**src/design/cmp_pwm_pkg.sv**
```systemverilog
// cmp_pwm_pkg: shared constants for the compare/pwm unit and its helpers
// assumes: synthesizable sv, included before any design module
package cmp_pwm_pkg;
	// ==========================================================
	// widths
	localparam int TB_W      = 8;   // pwm timebase width
	localparam int DUTY_W    = 10;  // pwm duty width (ten bits)
	localparam int CMP_W     = 16;  // compare timebase / value width
	localparam int MODE_W    = 5;   // timebase mode field
	localparam int UMODE_W   = 4;   // unit mode field

	// ==========================================================
	// timebase mode field codes
	localparam logic [MODE_W-1:0] TB_MODE_FREE      = 5'h00;
	localparam logic [MODE_W-1:0] TB_MODE_LVL_LOW   = 5'h0e; // 01110
	localparam logic [MODE_W-1:0] TB_MODE_LVL_HIGH  = 5'h0f; // 01111

	// ==========================================================
	// unit mode field codes
	localparam logic [UMODE_W-1:0] UM_OFF        = 4'h0;
	localparam logic [UMODE_W-1:0] UM_CMP_SET    = 4'h8;
	localparam logic [UMODE_W-1:0] UM_CMP_CLR    = 4'h9;
	localparam logic [UMODE_W-1:0] UM_CMP_TOGGLE = 4'h2;
	localparam logic [UMODE_W-1:0] UM_CMP_TRIG   = 4'hb;
	localparam logic [UMODE_W-1:0] UM_PWM        = 4'hf;

	// ==========================================================
	// prescale: instruction clock is mclk divided by four
	localparam int                 ICLK_DIV  = 4;
	localparam logic [1:0]         ICLK_LAST = 2'(ICLK_DIV - 1);

	// reset values
	localparam logic [TB_W-1:0]    TB_RST    = 8'h00;
	localparam logic [CMP_W-1:0]   CMP_RST   = 16'h0000;
endpackage

```
**src/design/edge_sync.sv**
```systemverilog
// edge_sync: two-flop synchroniser with edge outputs for the trigger pin and the external compare clock
// assumes: single clock mclk, async active-low reset
`timescale 1ns/1ps
module edge_sync
	import cmp_pwm_pkg::*;
(
	input  wire logic mclk,
	input  wire logic rst_n,
	input  wire logic async_in,
	output logic      level,
	output logic      rise,
	output logic      fall
);
	logic meta_r;
	logic sync_r;
	logic last_r;

	// ==========================================================
	// synchroniser: meta_r feeds only sync_r
	always_ff @(posedge mclk or negedge rst_n) begin
		if (!rst_n) begin
			meta_r <= 1'b0;
			sync_r <= 1'b0;
			last_r <= 1'b0;
		end else begin
			meta_r <= async_in;
			sync_r <= meta_r;
			last_r <= sync_r;
		end
	end

	assign level = sync_r;
	assign rise  = sync_r & ~last_r;
	assign fall  = ~sync_r & last_r;
endmodule

```
**src/design/iclk_div.sv**
```systemverilog
// iclk_div: instruction clock tick, one mclk pulse in every four
// assumes: single clock mclk, async active-low reset
`timescale 1ns/1ps
module iclk_div
	import cmp_pwm_pkg::*;
(
	input  wire logic mclk,
	input  wire logic rst_n,
	output logic      tick
);
	logic [1:0] cnt_r;

	// ==========================================================
	// free-running divider
	always_ff @(posedge mclk or negedge rst_n) begin
		if (!rst_n) begin
			cnt_r <= 2'h0;
		end else begin
			cnt_r <= cnt_r + 2'h1;
		end
	end

	assign tick = (cnt_r == ICLK_LAST);
endmodule

```
**src/design/compare_pwm_one_shot.sv**
```systemverilog
// compare_pwm_one_shot: compare/pwm unit with one-shot pwm timebase
// assumes: config bits are plain ports from logic on mclk; trig_pin and
// cmp_ext_clk are asynchronous pins and are synchronised here
`timescale 1ns/1ps
module compare_pwm_one_shot
	import cmp_pwm_pkg::*;
(
	input  wire logic               mclk,
	input  wire logic               rst_n,
	// pwm timebase control
	input  wire logic               tb_enable_set,
	input  wire logic               tb_enable_clr,
	input  wire logic [MODE_W-1:0]  tb_mode,
	input  wire logic [TB_W-1:0]    pwm_timebase_period,
	output logic                    tb_enable,
	output logic [TB_W-1:0]         tb_count,
	// external reset/start signal (pin)
	input  wire logic               trig_pin,
	// unit control
	input  wire logic [UMODE_W-1:0] unit_control_register,
	input  wire logic               unit_control_write,
	input  wire logic [DUTY_W-1:0]  pwm_duty,
	// compare
	input  wire logic [7:0]         compare_value_high,
	input  wire logic [7:0]         compare_value_low,
	input  wire logic               cmp_clk_ext_sel,
	input  wire logic               cmp_ext_clk,
	input  wire logic               cmp_tb_run,
	input  wire logic               sleep_mode,
	input  wire logic               conv_src_sel,
	output logic [CMP_W-1:0]        cmp_count,
	// flags and outputs
	input  wire logic               flag_clear,
	output logic                    unit_interrupt_flag,
	output logic                    conv_trigger,
	output logic                    wake_request,
	output logic                    compare_pwm_pin,
	output logic                    unit_out_internal
);
	// ==========================================================
	// helpers
	logic iclk_tick;
	logic trig_level;
	logic trig_rise;
	logic trig_fall;
	logic ext_level;
	logic ext_rise;
	logic ext_fall;

	iclk_div u_div (
		.mclk (mclk),
		.rst_n(rst_n),
		.tick (iclk_tick)
	);

	edge_sync u_trig (
		.mclk    (mclk),
		.rst_n   (rst_n),
		.async_in(trig_pin),
		.level   (trig_level),
		.rise    (trig_rise),
		.fall    (trig_fall)
	);

	// external compare clock sampled synchronously, never async counting
	edge_sync u_ext (
		.mclk    (mclk),
		.rst_n   (rst_n),
		.async_in(cmp_ext_clk),
		.level   (ext_level),
		.rise    (ext_rise),
		.fall    (ext_fall)
	);

	// ==========================================================
	// mode decode
	function automatic logic is_cmp_mode(input logic [UMODE_W-1:0] m);
		return (m == UM_CMP_SET) || (m == UM_CMP_CLR)
			|| (m == UM_CMP_TOGGLE) || (m == UM_CMP_TRIG);
	endfunction

	logic one_shot;
	logic reset_lvl_high;
	logic at_reset_level;
	logic start_edge;
	logic pwm_mode;

	assign one_shot       = (tb_mode == TB_MODE_LVL_LOW) || (tb_mode == TB_MODE_LVL_HIGH);
	assign reset_lvl_high = (tb_mode == TB_MODE_LVL_HIGH);
	assign at_reset_level = (trig_level == reset_lvl_high);
	// edge away from the reset level into the active level
	assign start_edge     = reset_lvl_high ? trig_fall : trig_rise;
	assign pwm_mode       = (unit_control_register == UM_PWM);

	// ==========================================================
	// pwm timebase state
	typedef enum logic [1:0] {
		TB_IDLE,
		TB_ARMED,
		TB_RUN
	} tb_state_e;

	tb_state_e       tb_state_r;
	logic            tb_enable_r;
	logic [TB_W-1:0] tb_count_r;
	logic [1:0]      pre_r;
	logic            period_match;
	logic            tb_step;

	// pwm timebase advances on the instruction clock
	assign tb_step      = iclk_tick;
	assign period_match = (tb_count_r == pwm_timebase_period);

	// enable bit: set by software, cleared by software or one-shot end
	always_ff @(posedge mclk or negedge rst_n) begin
		if (!rst_n) begin
			tb_enable_r <= 1'b0;
		end else if (tb_enable_set) begin
			tb_enable_r <= 1'b1;
		end else if (tb_enable_clr) begin
			tb_enable_r <= 1'b0;
		end else if (one_shot && tb_state_r == TB_RUN && tb_step && period_match) begin
			tb_enable_r <= 1'b0;
		end
	end

	// one-shot sequencing; free mode runs whenever enabled
	always_ff @(posedge mclk or negedge rst_n) begin
		if (!rst_n) begin
			tb_state_r <= TB_IDLE;
		end else begin
			case (tb_state_r)
				TB_IDLE: begin
					if (tb_enable_r && !tb_enable_clr) begin
						tb_state_r <= one_shot ? TB_ARMED : TB_RUN;
					end
				end
				TB_ARMED: begin
					// a fresh start edge is needed after each enable
					if (!tb_enable_r || !one_shot) begin
						tb_state_r <= TB_IDLE;
					end else if (start_edge) begin
						tb_state_r <= TB_RUN;
					end
				end
				TB_RUN: begin
					if (!tb_enable_r) begin
						tb_state_r <= TB_IDLE;
					end else if (one_shot && tb_step && period_match) begin
						tb_state_r <= TB_IDLE;
					end else if (one_shot && at_reset_level) begin
						tb_state_r <= TB_ARMED;
					end
				end
				default: begin
					tb_state_r <= TB_IDLE;
				end
			endcase
		end
	end

	// pwm timebase count; duty sub-bits use the two prescale bits
	always_ff @(posedge mclk or negedge rst_n) begin
		if (!rst_n) begin
			tb_count_r <= TB_RST;
			pre_r      <= 2'h0;
		end else if (tb_state_r != TB_RUN || !tb_enable_r
			|| (one_shot && at_reset_level)) begin
			tb_count_r <= TB_RST;
			pre_r      <= 2'h0;
		end else begin
			pre_r <= pre_r + 2'h1;
			if (tb_step) begin
				if (period_match) begin
					tb_count_r <= TB_RST;
				end else begin
					tb_count_r <= tb_count_r + 8'h01;
				end
			end
		end
	end

	assign tb_enable = tb_enable_r;
	assign tb_count  = tb_count_r;

	// ==========================================================
	// pwm output
	logic               pwm_r;
	logic [DUTY_W-1:0]  duty_latch_r;
	logic [DUTY_W-1:0]  fine_count;
	logic               tb_running;
	logic               pulse_start;

	// ten-bit position: timebase count over two prescale bits
	assign fine_count  = {tb_count_r, pre_r};
	assign tb_running  = (tb_state_r == TB_RUN);
	// one-shot starts on the edge; free mode on each period wrap
	assign pulse_start = one_shot ? (tb_state_r == TB_ARMED && start_edge)
		: (tb_running && tb_step && period_match);

	// duty is latched at each period start so a nonzero write is glitch free
	always_ff @(posedge mclk or negedge rst_n) begin
		if (!rst_n) begin
			duty_latch_r <= '0;
		end else if (pulse_start || !tb_running) begin
			duty_latch_r <= pwm_duty;
		end
	end

	always_ff @(posedge mclk or negedge rst_n) begin
		if (!rst_n) begin
			pwm_r <= 1'b0;
		end else if (!pwm_mode || !tb_enable_r) begin
			pwm_r <= 1'b0;
		end else if (pwm_duty == '0) begin
			// zero duty cuts a running pulse short, no wait for the latch
			pwm_r <= 1'b0;
		end else if (pulse_start) begin
			pwm_r <= (pwm_duty != '0);
		end else if (tb_running && fine_count >= duty_latch_r) begin
			// duty at or above the period never reaches here: stays on
			pwm_r <= 1'b0;
		end else if (one_shot && tb_step && period_match) begin
			pwm_r <= 1'b0;
		end
	end

	// ==========================================================
	// compare timebase: iclk or synced external clock only
	logic [CMP_W-1:0] cmp_count_r;
	logic [CMP_W-1:0] cmp_value;
	logic             cmp_inc;
	logic             cmp_match;
	logic             cmp_match_d_r;
	logic             cmp_rst_pend_r;

	assign cmp_value = {compare_value_high, compare_value_low};
	assign cmp_inc   = cmp_tb_run && (cmp_clk_ext_sel ? ext_rise : iclk_tick);
	assign cmp_match = is_cmp_mode(unit_control_register) && (cmp_count_r == cmp_value);

	// reset in trigger mode happens one edge after the trigger edge,
	// and only if the match still holds then
	always_ff @(posedge mclk or negedge rst_n) begin
		if (!rst_n) begin
			cmp_count_r    <= CMP_RST;
			cmp_rst_pend_r <= 1'b0;
		end else begin
			cmp_rst_pend_r <= cmp_match && !cmp_match_d_r
				&& (unit_control_register == UM_CMP_TRIG);
			if (cmp_rst_pend_r && cmp_match) begin
				cmp_count_r <= CMP_RST;
			end else if (cmp_inc) begin
				cmp_count_r <= cmp_count_r + 16'h0001;
			end
		end
	end

	assign cmp_count = cmp_count_r;

	// ==========================================================
	// compare output latch
	logic cmp_out_r;
	logic cmp_event;

	assign cmp_event = cmp_match && !cmp_match_d_r;

	always_ff @(posedge mclk or negedge rst_n) begin
		if (!rst_n) begin
			cmp_match_d_r <= 1'b0;
		end else begin
			cmp_match_d_r <= cmp_match;
		end
	end

	always_ff @(posedge mclk or negedge rst_n) begin
		if (!rst_n) begin
			cmp_out_r <= 1'b0;
		end else if (unit_control_write && unit_control_register == UM_OFF) begin
			cmp_out_r <= 1'b0;
		end else if (cmp_event) begin
			case (unit_control_register)
				UM_CMP_SET:    cmp_out_r <= 1'b1;
				UM_CMP_CLR:    cmp_out_r <= 1'b0;
				UM_CMP_TOGGLE: cmp_out_r <= ~cmp_out_r;
				default:       cmp_out_r <= cmp_out_r;
			endcase
		end
	end

	// ==========================================================
	// interrupt flag, conversion trigger, wake
	logic flag_r;
	logic conv_r;
	logic flag_event;

	// qualifying event per mode: compare match or pwm period start
	assign flag_event = cmp_event || (pwm_mode && pulse_start);

	// set wins over a clear in the same cycle
	always_ff @(posedge mclk or negedge rst_n) begin
		if (!rst_n) begin
			flag_r <= 1'b0;
		end else if (flag_event) begin
			flag_r <= 1'b1;
		end else if (flag_clear) begin
			flag_r <= 1'b0;
		end
	end

	always_ff @(posedge mclk or negedge rst_n) begin
		if (!rst_n) begin
			conv_r <= 1'b0;
		end else begin
			conv_r <= conv_src_sel && cmp_event;
		end
	end

	assign unit_interrupt_flag = flag_r;
	assign conv_trigger        = conv_r;
	// in sleep only a running timebase produces matches
	assign wake_request        = sleep_mode && flag_r && cmp_tb_run;

	// ==========================================================
	// output mux; pin direction and routing live outside
	logic unit_out_r;

	always_ff @(posedge mclk or negedge rst_n) begin
		if (!rst_n) begin
			unit_out_r <= 1'b0;
		end else begin
			unit_out_r <= pwm_mode ? pwm_r : cmp_out_r;
		end
	end

	assign compare_pwm_pin   = unit_out_r;
	assign unit_out_internal = unit_out_r;
endmodule

```
**config.mk**
```make
export PLATFORM = sky130hd
export DESIGN_NAME = compare_pwm_one_shot
export DESIGN_NICKNAME = d
export VERILOG_FILES = /design/src/design/cmp_pwm_pkg.sv /design/src/design/edge_sync.sv /design/src/design/iclk_div.sv /design/src/design/compare_pwm_one_shot.sv
export SDC_FILE = /design/constraint.sdc
export NUM_CORES = 1
export LEC_CHECK = 0
export BUFFER_PORTS_ARGS = -buffer_cell sky130_fd_sc_hd__buf_2
export CORE_AREA = 5 5 87 89
export CTS_CLUSTER_DIAMETER = 150
export DETAILED_ROUTE_END_ITERATION = 8
export DIE_AREA = 0 0 92 94
export PLACE_DENSITY = 0.74
export SYNTH_ARGS = -nofsm -noshare
export SYNTH_HDL_FRONTEND = slang
export SYNTH_SLANG_ARGS = --single-unit
```
**constraint.sdc**
```tcl
create_clock -name mclk -period 1.94 [get_ports mclk]
set_input_delay 0.388 -clock mclk [delete_from_list [all_inputs] [get_ports mclk]]
set_output_delay 0.388 -clock mclk [all_outputs]
set_load 0.005 [all_outputs]
```
==> run_results.csv, run 1 <==
group,metric,value,unit
status,status,"complete, but fails checks",
status,failed_checks,"negative setup slack",
yosys,synth_area_leaders,"dfrtp_1 (44%), xnor2_1 (6.1%), ha_1 (5.4%)",
yosys,synthesis.area,3040,um2
yosys,synth_top_cell_by_area,"dfrtp_1",
yosys,ys.flop_type,"dfrtp_1",
power,p_per_area,837,nW/um2
routing,drt-total-wl,7.40,mm
yosys,synthArstFlopShare,1.00,
placed_design,dp_hpwl,5.77,mm
routing,num_vias,2678,
grt,antenna_found_initial,0,
grt,grt_max_degree,55,
clock_network,cts_made_buffers,5,
sta,maxSlewHeadroom,0.602,
routing,drtIter0Drc,64,
power,power.leakage,1.90,nW
critical_path,crit_slowest_cell,"or4_4",
grt,met1_usage,0.230,
yosys,syn-num-nets,379,
sta,holdWs,0.0634,ns
yosys,synth_top_area_share,0.445,
clock_network,cts_tree,"done",
grt,grt-busiest-layer,"met2",
grt,grt_pass1_vias,2689,
critical_path,path_delay_family,"simple AND/OR/NAND/NOR gates",
power,power,0.00322,W
hold_path,hold_path.class,"input pin to async pin",
floorplanning,fp.dieW,92,um
clock_network,cts_hold_buf,0,
placed_design,place_area,3700,um2
yosys,synth_seq_cells,54,
sta,min_period,2.00,ns
clock_network,cts.htree.levels,2,
routing,viasPerCell,5.36,
floorplanning,core_area,6680,um2
placed_design,place.gp.congestion,0.860,
sta,post-route-period-util,1.03,
floorplanning,boundaryPins,85,
routing,wl_per_cell,14.8,um
critical_path,cp-start-kind,"flop",
clock_network,clk_path_buf_depth,2,
clock_network,clock_latency,0.31,ns
critical_path,crit_type,"flop to flop",
floorplanning,rows,30,
grt,met3_usage,0.0409,
clock_network,cts_sinks,54,
grt,overflow,0,
layout,regArea,1350,um2
grt,use_met2,0.301,
yosys,syn_area_per_cell,9.77,um2
grt,grt_pass1_wl,12.3,mm
sta,hold_viol_final,0,
critical_path,slowest_delay,0.50,ns
sta,fin_ws,-0.0596,ns
floorplanning,start_util,0.455,
critical_path,critPathBufInv,0,
layout,syn_to_final_growth,26.7,%
clock_network,clk_pin_slew,0.10,ns
sta,fin_skew,0.0124,ns
floorplanning,die_h,94,um
layout,drive_gt1_frac,0.343,
yosys,synth-edff-count,0,
job,max_cap_violations,0,
critical_path,crit_required,2.16,ns
yosys,synth_cell_types,45,
critical_path,path_cells,"xor2_1 -> nor4_2 -> nand2_1 -> or4_4 -> mux2i_1 -> a211oi_1",
layout,final_area,3850,um2
critical_path,critPathCaptureType,"flop",
sta,max_freq,0.500,GHz
critical_path,crit_fanout,2,
yosys,ys_seq_area_frac,0.445,
layout,stdcell_count,500,
power,vdd_drop_max,0.463,mV
sta,finalSetupViolCount,4,
layout,multi_input_area,1610,um2
clock_network,root_buffer,"clkbuf_8",
layout,n_fill_cell,591,
layout,n_antenna_cell,0,
grt,track_usage,0.179,
routing,antenna_left,0,
layout,nets,487,
placed_design,portBuffers,84,
routing,drt_pre_antenna_iters,4,
critical_path,crit_arrival,2.22,ns
routing,drcViolationCount,0,
sta,tightest_slew,0.591,ns
yosys,yosys_warnings,0,
sta,rsz0062_at_grt,"true",
sta,drv_slew,0,
yosys,synth_cells,311,
sta,setup_tns,-0.164,ns
floorplanning,die_area,8650,um2
placed_design,dpl.cell_count,490,
[registers in the layout, summed over array words and instances, names as in the netlist]
| register | flops |
|---|---|
| u_ext.meta_r | 1 |
| conv_trigger | 1 |
| u_trig.level | 1 |
| u_ext.last_r | 1 |
| pwm_r | 1 |
| unit_interrupt_flag | 1 |
| u_ext.level | 1 |
| pre_r | 2 |
| tb_state_r | 2 |
| compare_pwm_pin | 1 |
| cmp_rst_pend_r | 1 |
| cmp_count | 16 |
| u_trig.meta_r | 1 |
| u_div.cnt_r | 2 |
| tb_enable | 1 |
| u_trig.last_r | 1 |
| cmp_out_r | 1 |
| tb_count | 8 |
| duty_latch_r | 10 |
| cmp_match_d_r | 1 |
[power breakdown]
| part | switching [W] | internal (W) | leakage, nW |
|---|---|---|---|
| clock | 0.000378 | 0.000381 | 0.0579 |
| sequential | 0.000147 | 0.00131 | 0.695 |
| combinational | 0.000487 | 0.000521 | 1.14 |
| total | 0.00101 | 0.00221 | 1.90 |
[cells in the final DEF, fill, tap and decap left out, types with 12 or more instances in the layout]
master and count:
buf_2 84, dfrtp_1 54, nand2_1 23, nor2_1 22, inv_1 21, xnor2_1 21
buf_4 20, a21oi_1 18, o21ai_0 17, xor2_1 16, ha_1 13, mux2_2 12
[metrics by stage]
| step | worst slack [ns] | util |
|---|---|---|
| after floorplan | 0.0172 | - |
| after global placement | -0.136 | 0.554 |
| after detailed placement | -0.166 | 0.554 |
| after CTS | -0.0505 | 0.572 |
| after global routing | -0.195 | 0.576 |
| final | -0.0596 | 0.576 |
[routing by layer]
metal	vias to the layer above	wire, um
met5	-	0
met4	0	114
met3	10	425
met2	82	3640
met1	1272	3220
li1	1314	-
[synth_stat cells (6+ instances only)]
cell type,number
a21oi_1,18
nand3_1,10
inv_1,21
o21ai_0,17
ha_1,13
nand2b_1,7
nand2_1,23
dfrtp_1,54
and3_1,8
nand4_1,7
or3b_2,6
nor2_1,24
xnor2_1,21
mux2_2,12
xor2_1,16
[cell families after synthesis]
family	share of synthesized area
compound gates	0.109
xor+xnor	0.107
fa+ha+maj	0.0535
buf+inv	0.0338
flops	0.445
mux	0.0478
simple gates	0.205
[worst paths after layout]
check | start | to | slack (ns) | depth (start not counted)
max | cmp_count[2] | cmp_out_r | -0.06 | 6
min | rst_n | duty_latch_r[6] | 0.06 | 2
max reg2reg | cmp_count[2] | cmp_out_r | -0.06 | 6
min reg2reg | u_ext.meta_r | u_ext.level | 0.36 | 0
max in group asynchronous | rst_n | duty_latch_r[9] | 1.64 | 2
min in group mclk | trig_pin | u_trig.meta_r | 0.18 | 1
[layout make-up]
cell class / count / share of cell area
Clock buffer: 5 / 0.0179
Sequential cell: 54 / 0.351
Tap cell: 80 / 0.0260
Clock inverter: 3 / 0.0104
Inverter: 21 / 0.0205
Timing Repair Buffer: 106 / 0.156
Multi-Input combinational cell: 231 / 0.418
[what timing repair did]
item | CTS | global route
setup endpoints to repair | 4 | 8
resized for setup | 2 | 5
pin swaps | 2 | 4
buffers inserted | 0 | 2
(Power assumes the default switching activity.)
==> run 2, diff against run 1 <==
--- a/config.mk
+++ b/config.mk
@@ -5,12 +5,12 @@
 export SDC_FILE = /design/constraint.sdc
 export NUM_CORES = 1
 export LEC_CHECK = 0
-export BUFFER_PORTS_ARGS = -buffer_cell sky130_fd_sc_hd__buf_2
-export CORE_AREA = 5 5 87 89
+export CORE_AREA = 5 5 85 87
 export CTS_CLUSTER_DIAMETER = 150
 export DETAILED_ROUTE_END_ITERATION = 8
-export DIE_AREA = 0 0 92 94
-export PLACE_DENSITY = 0.74
+export DIE_AREA = 0 0 90 92
+export DONT_BUFFER_PORTS = 1
+export PLACE_DENSITY = 0.65
 export SYNTH_ARGS = -nofsm -noshare
 export SYNTH_HDL_FRONTEND = slang
 export SYNTH_SLANG_ARGS = --single-unit
==> run 2 against run 1 <==
Net effect: the flow still finishes with violations (negative setup slack); clock power fell by 13%; die area fell by 4.3%; sequential share of layout area rose by 3.3 points; count of clock-buffer cells in the layout rose by 1; hold slack improved by 0.033 ns; clock skew fell by 0.0052 ns; core utilization fell by 1.6 points; non-clock buffer count fell by 71; sequential power barely moved; register-to-register slack improved by 0.04 ns; largest cell class unchanged.
==> run_results.csv, run 2 (synthesis results as in run 1) <==
group,metric,value,unit
hold_path,holdPathStages,0,
sta,post-route-period-util,1.01,
floorplanning,die_area,8280,um2
clock_network,cts_made_buffers,5,
sta,maxSlewHeadroom,0.651,
layout,regArea,1350,um2
clock_network,clk_pin_slew,0.10,ns
layout,nets,416,
floorplanning,rows,29,
routing,antenna_left,0,
grt,overflow,0,
critical_path,rr_startpoint,"cmp_count[5]",
power,power,0.00300,W
critical_path,crit_fanout,2,
critical_path,crit_arrival,2.18,ns
floorplanning,die_h,92,um
critical_path,crit_type,"flop to flop",
sta,drv_slew,0,
placed_design,portBuffers,0,
critical_path,ff2ff_path_depth,6,
layout,stdcell_count,427,
routing,wl_per_cell,16.6,um
sta,tightest_slew,0.519,ns
layout,mostFrequentLayoutCell,"dfrtp_1",
floorplanning,fp.dieW,90,um
routing,num_vias,2415,
power,vdd_drop_max,0.576,mV
sta,setup_tns,-0.0221,ns
clock_network,clk_path_buf_depth,2,
layout,n_fill_cell,565,
sta,min_period,1.96,ns
critical_path,reg2reg_to,"cmp_out_r",
clock_network,clock_latency,0.31,ns
routing,drt_pre_antenna_iters,4,
status,status,"complete, but fails checks",
hold_path,min_to,"u_ext.meta_r",
clock_network,cts_tree,"done",
placed_design,dpl.cell_count,414,
sta,max_freq,0.510,GHz
routing,viasPerCell,5.66,
status,failed_checks,"negative setup slack",
placed_design,dp_hpwl,5.51,mm
floorplanning,boundaryPins,85,
routing,drcViolationCount,0,
power,power.leakage,1.58,nW
routing,drtIter0Drc,68,
sta,rsz0062_at_grt,"true",
grt,grt_max_degree,55,
floorplanning,start_util,0.484,
clock_network,cts_sinks,54,
grt,grt_pass1_vias,2425,
grt,track_usage,0.175,
floorplanning,core_area,6280,um2
sta,fin_ws,-0.0221,ns
clock_network,root_buffer,"clkbuf_8",
sta,hold_viol_final,0,
grt,grt_pass1_wl,11.9,mm
hold_path,hold_path.class,"input pin to flop",
layout,final_cell_mix,"dfrtp_1 (54), buf_4 (33), nor2_1 (23), nand2_1 (23)",
layout,drive_gt1_frac,0.203,
layout,multi_input_area,1610,um2
layout,syn_to_final_growth,15.7,%
sta,finalSetupViolCount,1,
critical_path,crit_required,2.15,ns
critical_path,r2r_slack,-0.02,ns
power,p_per_area,853,nW/um2
hold_path,hold_start,"cmp_ext_clk",
job,max_cap_violations,0,
grt,antenna_found_initial,1,
layout,largest_register_ffs,16,
sta,fin_skew,0.00724,ns
clock_network,cts.htree.levels,2,
placed_design,place.gp.congestion,0.809,
critical_path,critPathCaptureType,"flop",
critical_path,cp-start-kind,"flop",
routing,drt-total-wl,7.07,mm
[run 2: cell count changes in the layout (fill, tap and decap cells not counted), sizes merged]
cell / change
clkbuf: +1
bufinv: -1
clkinv: -1
clkinvlp: +1
dlygate4sd3: +1
buf: -72
diode: +1
[run 2: critical path, stage by stage (launching register included)]
cell      delay (ns)
dfrtp_1         0.40
xor2_1          0.18
nor4_2          0.31
nand2_1         0.12
or4_4           0.50
mux2i_1         0.14
a211oi_1        0.21
[run 2: final cells by class]
cell class | count | share of cell area
Timing Repair Buffer | 35 | 0.0811
Inverter | 21 | 0.0224
Clock inverter | 2 | 0.00356
Multi-Input combinational cell | 231 | 0.457
Clock buffer | 6 | 0.0235
Tap cell | 77 | 0.0274
Antenna cell | 1 | 0.000712
Sequential cell | 54 | 0.384
[run 2: metal layers]
metal,part of all wire,track usage
met5,0,0
met4,0.0082,0.0422
met3,0.087,0.0614
met2,0.49,0.295
met1,0.41,0.216
[run 2: repair_timing]
item	CTS	global route
setup buffers	0	2
gates resized for setup	2	3
hold buffers	2	0
pin swaps	0	6
hold endpoints to repair	54	0
setup endpoints to repair	1	4
[run 2: report_power, final]
part           total, W  internal [W]  switching, W
sequential      0.00145       0.00131      0.000144
combinational  0.000882      0.000447      0.000434
clock          0.000662      0.000288      0.000374
[run 2: worst max-delay path by stage]
stage	startpoint	to	slack, ns	cells after the start
2_1_floorplan	cmp_count[4]	cmp_out_r	0.02	6
3_3_place_gp	cmp_count[9]	cmp_out_r	0.02	6
3_5_place_dp	cmp_count[14]	cmp_out_r	-0.03	6
4_1_cts	cmp_count[14]	cmp_out_r	0.002	6
5_1_grt	cmp_count[5]	cmp_out_r	-0.13	6
6_report	cmp_count[5]	cmp_out_r	-0.02	6
[run 2: metrics by stage]
stage	hold slack (ns)	utilization	area (um2)	setup slack (ns)
2_1_floorplan	0.0924	-	3040	0.0172
3_3_place_gp	0.0940	0.533	3340	0.0185
3_5_place_dp	0.0939	0.533	3340	-0.0297
4_1_cts	0.0832	0.556	3490	0.00178
5_1_grt	0.0735	0.560	3520	-0.126
6_report	0.0966	0.560	3520	-0.0221
